File: config.mk
export PLATFORM = sky130hd
export DESIGN_NAME = psdsb_bank
export DESIGN_NICKNAME = d
export VERILOG_FILES = /design/src/hdl/psdsb_bank.v /design/src/hdl/psdsb_fault_latch.v
export VERILOG_INCLUDE_DIRS = /design/src /design/src/hdl
export SDC_FILE = /design/constraint.sdc
export NUM_CORES = 1
export LEC_CHECK = 0
export BUFFER_PORTS_ARGS = -buffer_cell sky130_fd_sc_hd__buf_2
export CAP_MARGIN = 0
export CORE_ASPECT_RATIO = 0.9
export CORE_MARGIN = 2
export CORE_UTILIZATION = 45
export DETAILED_ROUTE_END_ITERATION = 7
export PLACE_DENSITY = 0.75
export RECOVER_POWER = 25
export SYNTH_ARGS = -nofsm -noshare
export SYNTH_HDL_FRONTEND = slang
export SYNTH_SLANG_ARGS = --single-unit
File: constraint.sdc
create_clock -name core_clk -period 20.6 [get_ports core_clk]
set_input_delay 2.06 -clock core_clk [delete_from_list [all_inputs] [get_ports core_clk]]
set_output_delay 2.06 -clock core_clk [all_outputs]
set_load 0.02 [all_outputs]
File: src/hdl/psdsb_defines.vh
// Purpose: constants of the power-stage diagnostic status bank
// Assumes: 4-bit register address, 8-bit register data
// Notes: included by every design file of the bank
`ifndef PSDSB_DEFINES_VH
`define PSDSB_DEFINES_VH

// ==========================================================
// register addresses
`define PSDSB_ADDR_FAULT_A 4'h1
`define PSDSB_ADDR_FAULT_E 4'h2
`define PSDSB_ADDR_FAULT_B 4'h5
`define PSDSB_ADDR_CFG_FIRST 4'h6
`define PSDSB_ADDR_FAULT_C 4'h9
`define PSDSB_ADDR_CFG_SECOND 4'hA
`define PSDSB_ADDR_FAULT_D 4'hD
`define PSDSB_ADDR_GROUP_CFG 4'h3
`define PSDSB_ADDR_LOW_BAT 4'h4
`define PSDSB_ADDR_IRQ_STATUS 4'h8
`define PSDSB_ADDR_IRQ_MASK 4'hC

// ==========================================================
// reset values and field positions
`define PSDSB_GROUP_CFG_RESET 8'h01
`define PSDSB_GROUP_SEL_BIT 0
`define PSDSB_LB21_BIT 0
`define PSDSB_LB25_BIT 1
`define PSDSB_WDG_BIT 3
`define PSDSB_FAULT_E_TOP 4'hF

// ==========================================================
// 2-bit stage codes
`define PSDSB_STD_GND 2'h0
`define PSDSB_STD_OPEN 2'h1
`define PSDSB_STD_BAT 2'h2
`define PSDSB_CODE_OK 2'h3
`define PSDSB_SWP_BAT 2'h0
`define PSDSB_SWP_GND 2'h2

// ==========================================================
// 8-bit bridge codes
`define PSDSB_BR_GND_OFF 8'h01
`define PSDSB_BR_BAT_OFF 8'h05
`define PSDSB_BR_OPEN_OFF 8'h04
`define PSDSB_BR_OPEN_ON 8'h02
`define PSDSB_BR_OVC_ON 8'h03
`define PSDSB_BR_RUNNING 8'h07
`define PSDSB_BR_OK 8'hFF

`endif

File: src/hdl/psdsb_bank.v
// Purpose: diagnostic status bank of the power stages
// Assumes: fault inputs come from analog comparators, asynchronous
// Notes: index n of the stage vectors is output n+1
//
// Functional notes
// group select resets to one, bridge mode
// select zero gives independent stages 21-28
// standard code: ground 00 open 01 battery 10
// register a holds outputs 4..1
// register b holds outputs 8..5
// register c: 14, 13, watchdog level, 9
// register d holds outputs 18..15
// register e: ones on top, 20, 19
// reading a diagnostic register clears it
// diagnostic registers decoded at fixed addresses
// register f single: 23,21 swapped codes
// register g single: 26,25 swapped codes
// bridge mode shows 8-bit bridge codes
// bridge code values as defined
// no undefined bridge code ever produced
// low-battery enables force independent stages
// writes to diagnostic registers are ignored
// persisting fault relatches after a read
//
// The strobed register port was chosen for this implementation.
`timescale 1ns/1ns
`default_nettype none
`include "psdsb_defines.vh"

module psdsb_bank
(
   input wire core_clk,
   input wire sys_rst,
   input wire [3:0] reg_addr,
   input wire [7:0] reg_wdata,
   input wire reg_wr,
   input wire reg_rd,
   output reg [7:0] reg_rdata,
   input wire [27:0] short_to_ground,
   input wire [27:0] open_load,
   input wire [27:0] short_to_battery,
   input wire [5:0] first_bridge_event,
   input wire [5:0] second_bridge_event,
   input wire watchdog_output_pin,
   output wire bridge_mode,
   output wire irq
);

   // ==========================================================
   // input synchronisers
   reg [27:0] gnd_meta;
   reg [27:0] gnd_sync;
   reg [27:0] open_meta;
   reg [27:0] open_sync;
   reg [27:0] bat_meta;
   reg [27:0] bat_sync;
   reg [5:0] br1_meta;
   reg [5:0] br1_sync;
   reg [5:0] br2_meta;
   reg [5:0] br2_sync;
   reg wdg_meta;
   reg watchdog_pin_level;

   always @(posedge core_clk or posedge sys_rst)
   begin
      if (sys_rst)
      begin
         gnd_meta <= 28'h0000000;
         gnd_sync <= 28'h0000000;
         open_meta <= 28'h0000000;
         open_sync <= 28'h0000000;
         bat_meta <= 28'h0000000;
         bat_sync <= 28'h0000000;
         br1_meta <= 6'h00;
         br1_sync <= 6'h00;
         br2_meta <= 6'h00;
         br2_sync <= 6'h00;
         wdg_meta <= 1'b0;
         watchdog_pin_level <= 1'b0;
      end
      else
      begin
         gnd_meta <= short_to_ground;
         gnd_sync <= gnd_meta;
         open_meta <= open_load;
         open_sync <= open_meta;
         bat_meta <= short_to_battery;
         bat_sync <= bat_meta;
         br1_meta <= first_bridge_event;
         br1_sync <= br1_meta;
         br2_meta <= second_bridge_event;
         br2_sync <= br2_meta;
         wdg_meta <= watchdog_output_pin;
         watchdog_pin_level <= wdg_meta;
      end
   end

   // ==========================================================
   // software registers
   reg [7:0] stage_group_config;
   reg [1:0] low_battery_config;
   reg [6:0] irq_status;
   reg [6:0] irq_mask;

   wire stage_group_select;
   wire low_battery_enable_21;
   wire low_battery_enable_25;
   wire wr_group;
   wire wr_low_bat;
   wire wr_status;
   wire wr_mask;

   assign stage_group_select = stage_group_config[`PSDSB_GROUP_SEL_BIT];
   assign low_battery_enable_21 = low_battery_config[`PSDSB_LB21_BIT];
   assign low_battery_enable_25 = low_battery_config[`PSDSB_LB25_BIT];
   assign wr_group = reg_wr && (reg_addr == `PSDSB_ADDR_GROUP_CFG);
   assign wr_low_bat = reg_wr && (reg_addr == `PSDSB_ADDR_LOW_BAT);
   assign wr_status = reg_wr && (reg_addr == `PSDSB_ADDR_IRQ_STATUS);
   assign wr_mask = reg_wr && (reg_addr == `PSDSB_ADDR_IRQ_MASK);

   // either low-battery enable overrides the select bit
   assign bridge_mode = stage_group_select && !low_battery_enable_21 &&
      !low_battery_enable_25;

   // only the writable registers decode writes; the fault registers have
   // no write path at all
   always @(posedge core_clk or posedge sys_rst)
   begin
      if (sys_rst)
      begin
         stage_group_config <= `PSDSB_GROUP_CFG_RESET;
         low_battery_config <= 2'h0;
         irq_mask <= 7'h00;
      end
      else
      begin
         if (wr_group)
         begin
            stage_group_config <= reg_wdata;
         end
         if (wr_low_bat)
         begin
            low_battery_config <= reg_wdata[1:0];
         end
         if (wr_mask)
         begin
            irq_mask <= reg_wdata[6:0];
         end
      end
   end

   // ==========================================================
   // read decode, one clear strobe per diagnostic register
   wire [6:0] rd_hit;

   assign rd_hit[0] = reg_rd && (reg_addr == `PSDSB_ADDR_FAULT_A);
   assign rd_hit[1] = reg_rd && (reg_addr == `PSDSB_ADDR_FAULT_B);
   assign rd_hit[2] = reg_rd && (reg_addr == `PSDSB_ADDR_FAULT_C);
   assign rd_hit[3] = reg_rd && (reg_addr == `PSDSB_ADDR_FAULT_D);
   assign rd_hit[4] = reg_rd && (reg_addr == `PSDSB_ADDR_FAULT_E);
   assign rd_hit[5] = reg_rd && (reg_addr == `PSDSB_ADDR_CFG_FIRST);
   assign rd_hit[6] = reg_rd && (reg_addr == `PSDSB_ADDR_CFG_SECOND);

   // ==========================================================
   // per-stage fault fields
   wire [55:0] stage_live;
   wire [55:0] stage_held;
   wire [27:0] stage_fault;

   genvar g;
   generate
      for (g = 0; g < 28; g = g + 1)
      begin : stage
         // outputs 21, 23, 25 and 26 report battery and ground swapped
         localparam SWAP = (g == 20) || (g == 22) || (g == 24) || (g == 25);
         localparam CFG = (g >= 20);
         localparam RIX = (g < 4) ? 0 : (g < 8) ? 1 : (g < 14) ? 2 :
            (g < 18) ? 3 : (g < 20) ? 4 : (g < 24) ? 5 : 6;
         if ((g < 9) || (g > 11))
         begin : used
            reg [1:0] live;
            always @*
            begin
               live = `PSDSB_CODE_OK;
               if (CFG && bridge_mode)
               begin
                  live = `PSDSB_CODE_OK;
               end
               else if (bat_sync[g])
               begin
                  live = SWAP ? `PSDSB_SWP_BAT : `PSDSB_STD_BAT;
               end
               else if (gnd_sync[g])
               begin
                  live = SWAP ? `PSDSB_SWP_GND : `PSDSB_STD_GND;
               end
               else if (open_sync[g])
               begin
                  live = `PSDSB_STD_OPEN;
               end
            end
            assign stage_live[2*g+1:2*g] = live;
            assign stage_fault[g] = (live != `PSDSB_CODE_OK);
            psdsb_fault_latch #(.W(2)) u_latch
            (
               .core_clk(core_clk),
               .sys_rst(sys_rst),
               .present_code(live),
               .clear(rd_hit[RIX]),
               .held_code(stage_held[2*g+1:2*g])
            );
         end
         else
         begin : spare
            assign stage_live[2*g+1:2*g] = `PSDSB_CODE_OK;
            assign stage_held[2*g+1:2*g] = `PSDSB_CODE_OK;
            assign stage_fault[g] = 1'b0;
         end
      end
   endgenerate

   // ==========================================================
   // bridge codes
   // event bits: 0 ground off, 1 battery off, 2 open off,
   // 3 open on, 4 overcurrent on, 5 check running
   function [7:0] bridge_code;
      input [5:0] ev;
      begin
         // the encoder can only return the listed values
         if (ev[4])
         begin
            bridge_code = `PSDSB_BR_OVC_ON;
         end
         else if (ev[0])
         begin
            bridge_code = `PSDSB_BR_GND_OFF;
         end
         else if (ev[1])
         begin
            bridge_code = `PSDSB_BR_BAT_OFF;
         end
         else if (ev[3])
         begin
            bridge_code = `PSDSB_BR_OPEN_ON;
         end
         else if (ev[2])
         begin
            bridge_code = `PSDSB_BR_OPEN_OFF;
         end
         else if (ev[5])
         begin
            bridge_code = `PSDSB_BR_RUNNING;
         end
         else
         begin
            bridge_code = `PSDSB_BR_OK;
         end
      end
   endfunction

   wire [7:0] first_bridge_live;
   wire [7:0] second_bridge_live;
   wire [7:0] first_bridge_code;
   wire [7:0] second_bridge_code;

   assign first_bridge_live = bridge_mode ? bridge_code(br1_sync) : `PSDSB_BR_OK;
   assign second_bridge_live = bridge_mode ? bridge_code(br2_sync) : `PSDSB_BR_OK;

   psdsb_fault_latch #(.W(8)) u_first_bridge
   (
      .core_clk(core_clk),
      .sys_rst(sys_rst),
      .present_code(first_bridge_live),
      .clear(rd_hit[5]),
      .held_code(first_bridge_code)
   );

   psdsb_fault_latch #(.W(8)) u_second_bridge
   (
      .core_clk(core_clk),
      .sys_rst(sys_rst),
      .present_code(second_bridge_live),
      .clear(rd_hit[6]),
      .held_code(second_bridge_code)
   );

   // ==========================================================
   // register images
   wire [7:0] low_stage_fault_a;
   wire [7:0] low_stage_fault_b;
   wire [7:0] low_stage_fault_c;
   wire [7:0] low_stage_fault_d;
   wire [7:0] low_stage_fault_e;
   wire [7:0] config_stage_fault_first;
   wire [7:0] config_stage_fault_second;

   assign low_stage_fault_a = stage_held[7:0];
   assign low_stage_fault_b = stage_held[15:8];
   // watchdog level is live, never latched
   assign low_stage_fault_c = {stage_held[27:24], watchdog_pin_level, 1'b0,
      stage_held[17:16]};
   assign low_stage_fault_d = stage_held[35:28];
   assign low_stage_fault_e = {`PSDSB_FAULT_E_TOP, stage_held[39:36]};
   // the image follows the mode at read time
   assign config_stage_fault_first = bridge_mode ? first_bridge_code :
      stage_held[47:40];
   assign config_stage_fault_second = bridge_mode ? second_bridge_code :
      stage_held[55:48];

   // ==========================================================
   // interrupts: one bit per diagnostic register
   wire [6:0] irq_event;

   assign irq_event[0] = |stage_fault[3:0];
   assign irq_event[1] = |stage_fault[7:4];
   assign irq_event[2] = stage_fault[8] | stage_fault[12] | stage_fault[13];
   assign irq_event[3] = |stage_fault[17:14];
   assign irq_event[4] = |stage_fault[19:18];
   assign irq_event[5] = (|stage_fault[23:20]) |
      (first_bridge_live != `PSDSB_BR_OK);
   assign irq_event[6] = (|stage_fault[27:24]) |
      (second_bridge_live != `PSDSB_BR_OK);

   // set wins over a write-one clear in the same cycle
   always @(posedge core_clk or posedge sys_rst)
   begin
      if (sys_rst)
      begin
         irq_status <= 7'h00;
      end
      else
      begin
         irq_status <= (irq_status & ~(wr_status ? reg_wdata[6:0] : 7'h00)) |
            irq_event;
      end
   end

   assign irq = |(irq_status & irq_mask);

   // ==========================================================
   // read data, one cycle after the strobe
   reg [7:0] next_rdata;

   always @*
   begin
      next_rdata = 8'h00;
      case (reg_addr)
         `PSDSB_ADDR_FAULT_A:
         begin
            next_rdata = low_stage_fault_a;
         end
         `PSDSB_ADDR_FAULT_B:
         begin
            next_rdata = low_stage_fault_b;
         end
         `PSDSB_ADDR_FAULT_C:
         begin
            next_rdata = low_stage_fault_c;
         end
         `PSDSB_ADDR_FAULT_D:
         begin
            next_rdata = low_stage_fault_d;
         end
         `PSDSB_ADDR_FAULT_E:
         begin
            next_rdata = low_stage_fault_e;
         end
         `PSDSB_ADDR_CFG_FIRST:
         begin
            next_rdata = config_stage_fault_first;
         end
         `PSDSB_ADDR_CFG_SECOND:
         begin
            next_rdata = config_stage_fault_second;
         end
         `PSDSB_ADDR_GROUP_CFG:
         begin
            next_rdata = stage_group_config;
         end
         `PSDSB_ADDR_LOW_BAT:
         begin
            next_rdata = {6'h00, low_battery_config};
         end
         `PSDSB_ADDR_IRQ_STATUS:
         begin
            next_rdata = {1'b0, irq_status};
         end
         `PSDSB_ADDR_IRQ_MASK:
         begin
            next_rdata = {1'b0, irq_mask};
         end
         default:
         begin
            next_rdata = 8'h00;
         end
      endcase
   end

   // data holds only in the cycle after a read; zero otherwise
   always @(posedge core_clk or posedge sys_rst)
   begin
      if (sys_rst)
      begin
         reg_rdata <= 8'h00;
      end
      else if (reg_rd)
      begin
         reg_rdata <= next_rdata;
      end
      else
      begin
         reg_rdata <= 8'h00;
      end
   end

   // ==========================================================
   // spare inputs: outputs 10 to 12 have no field in this bank
   wire spare_unused;

   assign spare_unused = &{stage_live[23:18], 1'b0};

endmodule // psdsb_bank

`default_nettype wire

File: src/hdl/psdsb_fault_latch.v
// Purpose: one clear-on-read fault field
// Assumes: ok code is all ones, any other code is a fault
// Notes: first fault since the last clear is held
`timescale 1ns/1ns
`default_nettype none
`include "psdsb_defines.vh"

module psdsb_fault_latch
#(
   parameter W = 2
)
(
   input wire core_clk,
   input wire sys_rst,
   input wire [W-1:0] present_code,
   input wire clear,
   output reg [W-1:0] held_code
);

   localparam [W-1:0] OK_CODE = {W{1'b1}};

   reg [W-1:0] next_held_code;

   // ==========================================================
   // latch
   always @*
   begin
      next_held_code = held_code;
      // a clear reloads from the live condition, so a fault seen in the
      // clearing cycle or still present is not lost
      if (clear)
      begin
         next_held_code = present_code;
      end
      else if (held_code == OK_CODE)
      begin
         next_held_code = present_code;
      end
   end

   always @(posedge core_clk or posedge sys_rst)
   begin
      if (sys_rst)
      begin
         held_code <= OK_CODE;
      end
      else
      begin
         held_code <= next_held_code;
      end
   end

endmodule // psdsb_fault_latch

`default_nettype wire

==> run summary <==
The mux contribution to synthesized area is 4.37%, and the worst slack at placement is 16.57 ns. The depth of the worst register-to-register path is 5. Cells fill 54.7% of the core in the end. The register clock-pin slew on the reported worst setup and hold paths is 0.06 ns. The number of DRC violations after detailed-routing iteration 0 was 469. Setup repair after global routing left no endpoint under its margin. The logs give 72.3% for the portion of the post-synthesis area used by sequential elements and 777 for the number of nets produced by synthesis. At the end of the flow, the number of nets in the layout was 897. Using the TritonRoute via totals, the vias-per-cell ratio works out to 5.34. The run gives 0 as the number of failing hold endpoints at the final stage. The leakage power of the design is 0.00476 uW. The run gives 1 as the initial antenna violation count. The minimum setup slack among reg-to-reg paths is 18.34 ns.

The run gives 0.251 GHz as the fmax. The antenna diode instance count came out at 0. In the finished design, the share of the clock period the worst path needs comes to 19.3%. At the pin with the least slew margin, the transition time is 1.01 ns. Setup violations remaining at the end of the flow were counted as 0. In this run the worst path has a maximum fanout of 3.

The first global-routing pass estimated 29.8 mm of wire. The most critical setup path has its startpoint at irq_status[6]. The number of max-slew violations in the final report came out at 0.

In the synthesized netlist, the number of instances is 664. The critical path is of the reg -> out type. After synthesis the netlist holds a flip-flop and latch count of 266. Number of synthesized flops with an enable pin: 0. The overall routing resource usage was 17.3%; the initial core utilization was 46.3%. By count the netlist is led by dfrtp_1, nor2_1, dfstp_2. During placement, the flow inserted port buffers numbering 113.

The tools report the critical path endpoint category as a primary output. The worst voltage drop across the vdd grid is 0.0917 mV. Count of synthesis-stage warnings from yosys: 0.

Of the cells placed in the final design, the portion with a size suffix greater than 1 is 31.3%. CTS saw 266 sinks. The number of cells on the worst hold path was 0; the cell area after technology mapping was 9310 sq um.

After synthesis, the largest family of logic cells by area is compound AO/OA/AOI/OAI gates. The sum of negative setup slack was 0 ns; the I/O pin total was 123. The number of gates resized after CTS was 0. In this run the vertical extent of the chip is 140 um. The maximum level of the CTS H-tree is 1, and the delay contributed by the slowest stage of the critical path is 0.52 ns.

The area occupied by registers was 6730 sq um. The logs give 18.54 ns for the critical path required time and 105 for the maximum number of pins on one net before global-route repair. Max-cap violations in this run came to 0. The worst hold path begins at wdg_meta.

Cell area reported after detailed placement: 10100 sq um. The logs give 12.8 mm for the placed wire-length estimate after detailed placement and 2410 sq um for the area of the multi-input gates. Summing the areas of all compound-gate instances in the mapped netlist gives 13.0% of the synthesized area. Among all stages on the critical path, the largest delay is contributed by a222oi_1. Relative to the synthesized area, the layout overhead comes to 18.1%.

The run gives 49 as the row count. The path type of the worst min-delay path is reg -> reg. Data on the critical path arrives at its endpoint at 1.92 ns.

The logs give 1670 for the fill cell total of the finished layout and 5669 for the number of global-route vias before repair. The number of buffer and inverter instances along the worst setup path is 1, and the total overflow reported by the global router is 0. After Yosys synthesis, XOR and XNOR cells account for 0% of the synthesized area. The tools report the critical register-to-register path endpoint as irq_status[5]. The first detailed-routing pass ran for 5 iterations. The detailed router placed 5654 vias in this run. The tools report the post-route DRC violation count as 0.

For the total die area, the log shows 21900 sq um. With fillers left out, the area of the finished cells amounts to 11000 sq um. The die is 156 um wide.

The sum of internal, switching and leakage power came out at 1270 uW. The critical path goes through a222oi_1 -> nand3_1 -> buf_2. Counting distinct cell types in the post-synthesis netlist gives 59. Dividing the synthesized area by the synthesized cell count gives 14.0 sq um. The run gives 0.0199 ns as the setup clock skew after layout. The tools report the placer congestion estimate as 0.886. The post-synthesis adder-cell area fraction works out to 0%. The mean routed wirelength per cell was 17.5 um; the proportion of netlist area held by the largest area contributor was 55.6%. After Yosys synthesis, and, or, nand and nor cells account for 8.59% of the synthesized area. The worst hold path terminates at watchdog_pin_level. The smallest setup slack after layout was 16.62 ns; the post-detailed-routing wire length was 18.6 mm.

The critical path startpoint category was a register. Measured against its own limit, the worst slew margin works out to 32.5%. The longest clock path from root to sink contains 3 buffers. Clock tree synthesis selected as its root buffer the cell clkbuf_16. Fraction of registers with async set/reset: 100%. In this run the post-CTS setup repair buffer count came out at 0. The largest total area in the synthesized netlist belongs to dfrtp_1.

Dominant synthesized flop cell: dfrtp_1. Clock latency on the worst-skew pair, taken at its later pin, is 0.53 ns. Buffers inserted to repair hold after CTS numbered 0.

TritonCTS built the clock tree. The detail route stage leaves a number of antenna-violating nets equal to 0. The family with the most delay on the worst path is compound AO/OA/AOI/OAI gates. Counting the buffers created by CTS gives 26. The launching point of the worst reg2reg path is stage_group_config[0].

Most frequent cell after synthesis: dfrtp_1. The routed design could run at a clock period as short as 3.98 ns. The power density over the cells came out at 116 nW/um^2. The run finished with clean final reports. The run gives 20100 sq um as the total core area.

Sorting the synthesized cells by area gives the leading types as dfrtp_1, dfstp_2, nor2_1.
[layer usage]
layer	part of all wire (%)	vias up	GRT usage, %
li1	-	2636	-
met1	48	2808	26.1
met2	44	174	25.3
met3	6.4	34	4.02
met4	2.0	2	4.88
met5	0.038	-	0
[worst max-delay path by stage]
| stage | to | depth (start not counted) |
|---|---|---|
| after floorplan | bat_meta[0] | 1 |
| after global placement | irq_mask[1] | 4 |
| after detailed placement | irq_mask[3] | 4 |
| after CTS | bridge_mode | 3 |
| after global routing | irq | 3 |
| final | irq | 3 |
[registers in the layout (all words and copies together), names as in the netlist]
| register | cells |
|---|---|
| stage.used.u_latch.held_code | 50 |
| bat_meta | 25 |
| bat_sync | 25 |
| gnd_meta | 25 |
| gnd_sync | 25 |
| open_meta | 25 |
| open_sync | 25 |
| reg_rdata | 8 |
| stage_group_config | 8 |
| irq_mask | 7 |
| irq_status | 7 |
| br1_meta | 6 |
| br1_sync | 6 |
| br2_meta | 6 |
| br2_sync | 6 |
| u_first_bridge.held_code | 4 |
| u_second_bridge.held_code | 4 |
| low_battery_config | 2 |
| watchdog_pin_level | 1 |
| wdg_meta | 1 |
[cell usage in the layout (no fill, tap or decap), types with 12 or more instances in the layout]
| master | instances |
|---|---|
| nor2_1 | 71 |
| o21bai_1 | 13 |
| clkbuf_16 | 27 |
| o22a_1 | 29 |
| dfrtp_1 | 207 |
| nor3_1 | 12 |
| mux2_2 | 18 |
| a21oi_1 | 29 |
| o32a_1 | 13 |
| buf_2 | 113 |
| o21ai_0 | 12 |
| nand2_1 | 33 |
| dfstp_2 | 59 |
[cell families (layout without fill, tap and decap cells)]
family                 Yosys count  count (layout)
AOI/OAI and AO/OA              159             159
buffers and inverters           37             177
and+or+nand+nor                168             168
muxes                           34              34
DFF                            266             266
[area by class of cell]
type / count / share of cell area (%)
clock buffers: 32 / 6.68
clock inverters: 16 / 1.29
inverters: 11 / 0.489
multi-input cells: 361 / 22.0
flip-flops and latches: 266 / 61.2
well taps: 255 / 2.90
repair buffers: 118 / 5.48
[where the power goes]
group / switching (uW) / internal [uW] / leakage, uW / total, uW
logic: 70.8 / 71.7 / 0.00129 / 143
clock network: 192 / 278 / 0.000435 / 470
registers: 48.6 / 612 / 0.00303 / 661
total: 311 / 962 / 0.00476 / 1270
[metrics by stage]
step / cells / hold slack, ns
after detailed placement: 1011 / 0.335
after global placement: 1011 / 0.333
after floorplan: 664 / 0.331
after global routing: 1059 / 0.352
final: 1059 / 0.331
after CTS: 1059 / 0.347
No activity file was read; power rests on OpenSTA's default activity.
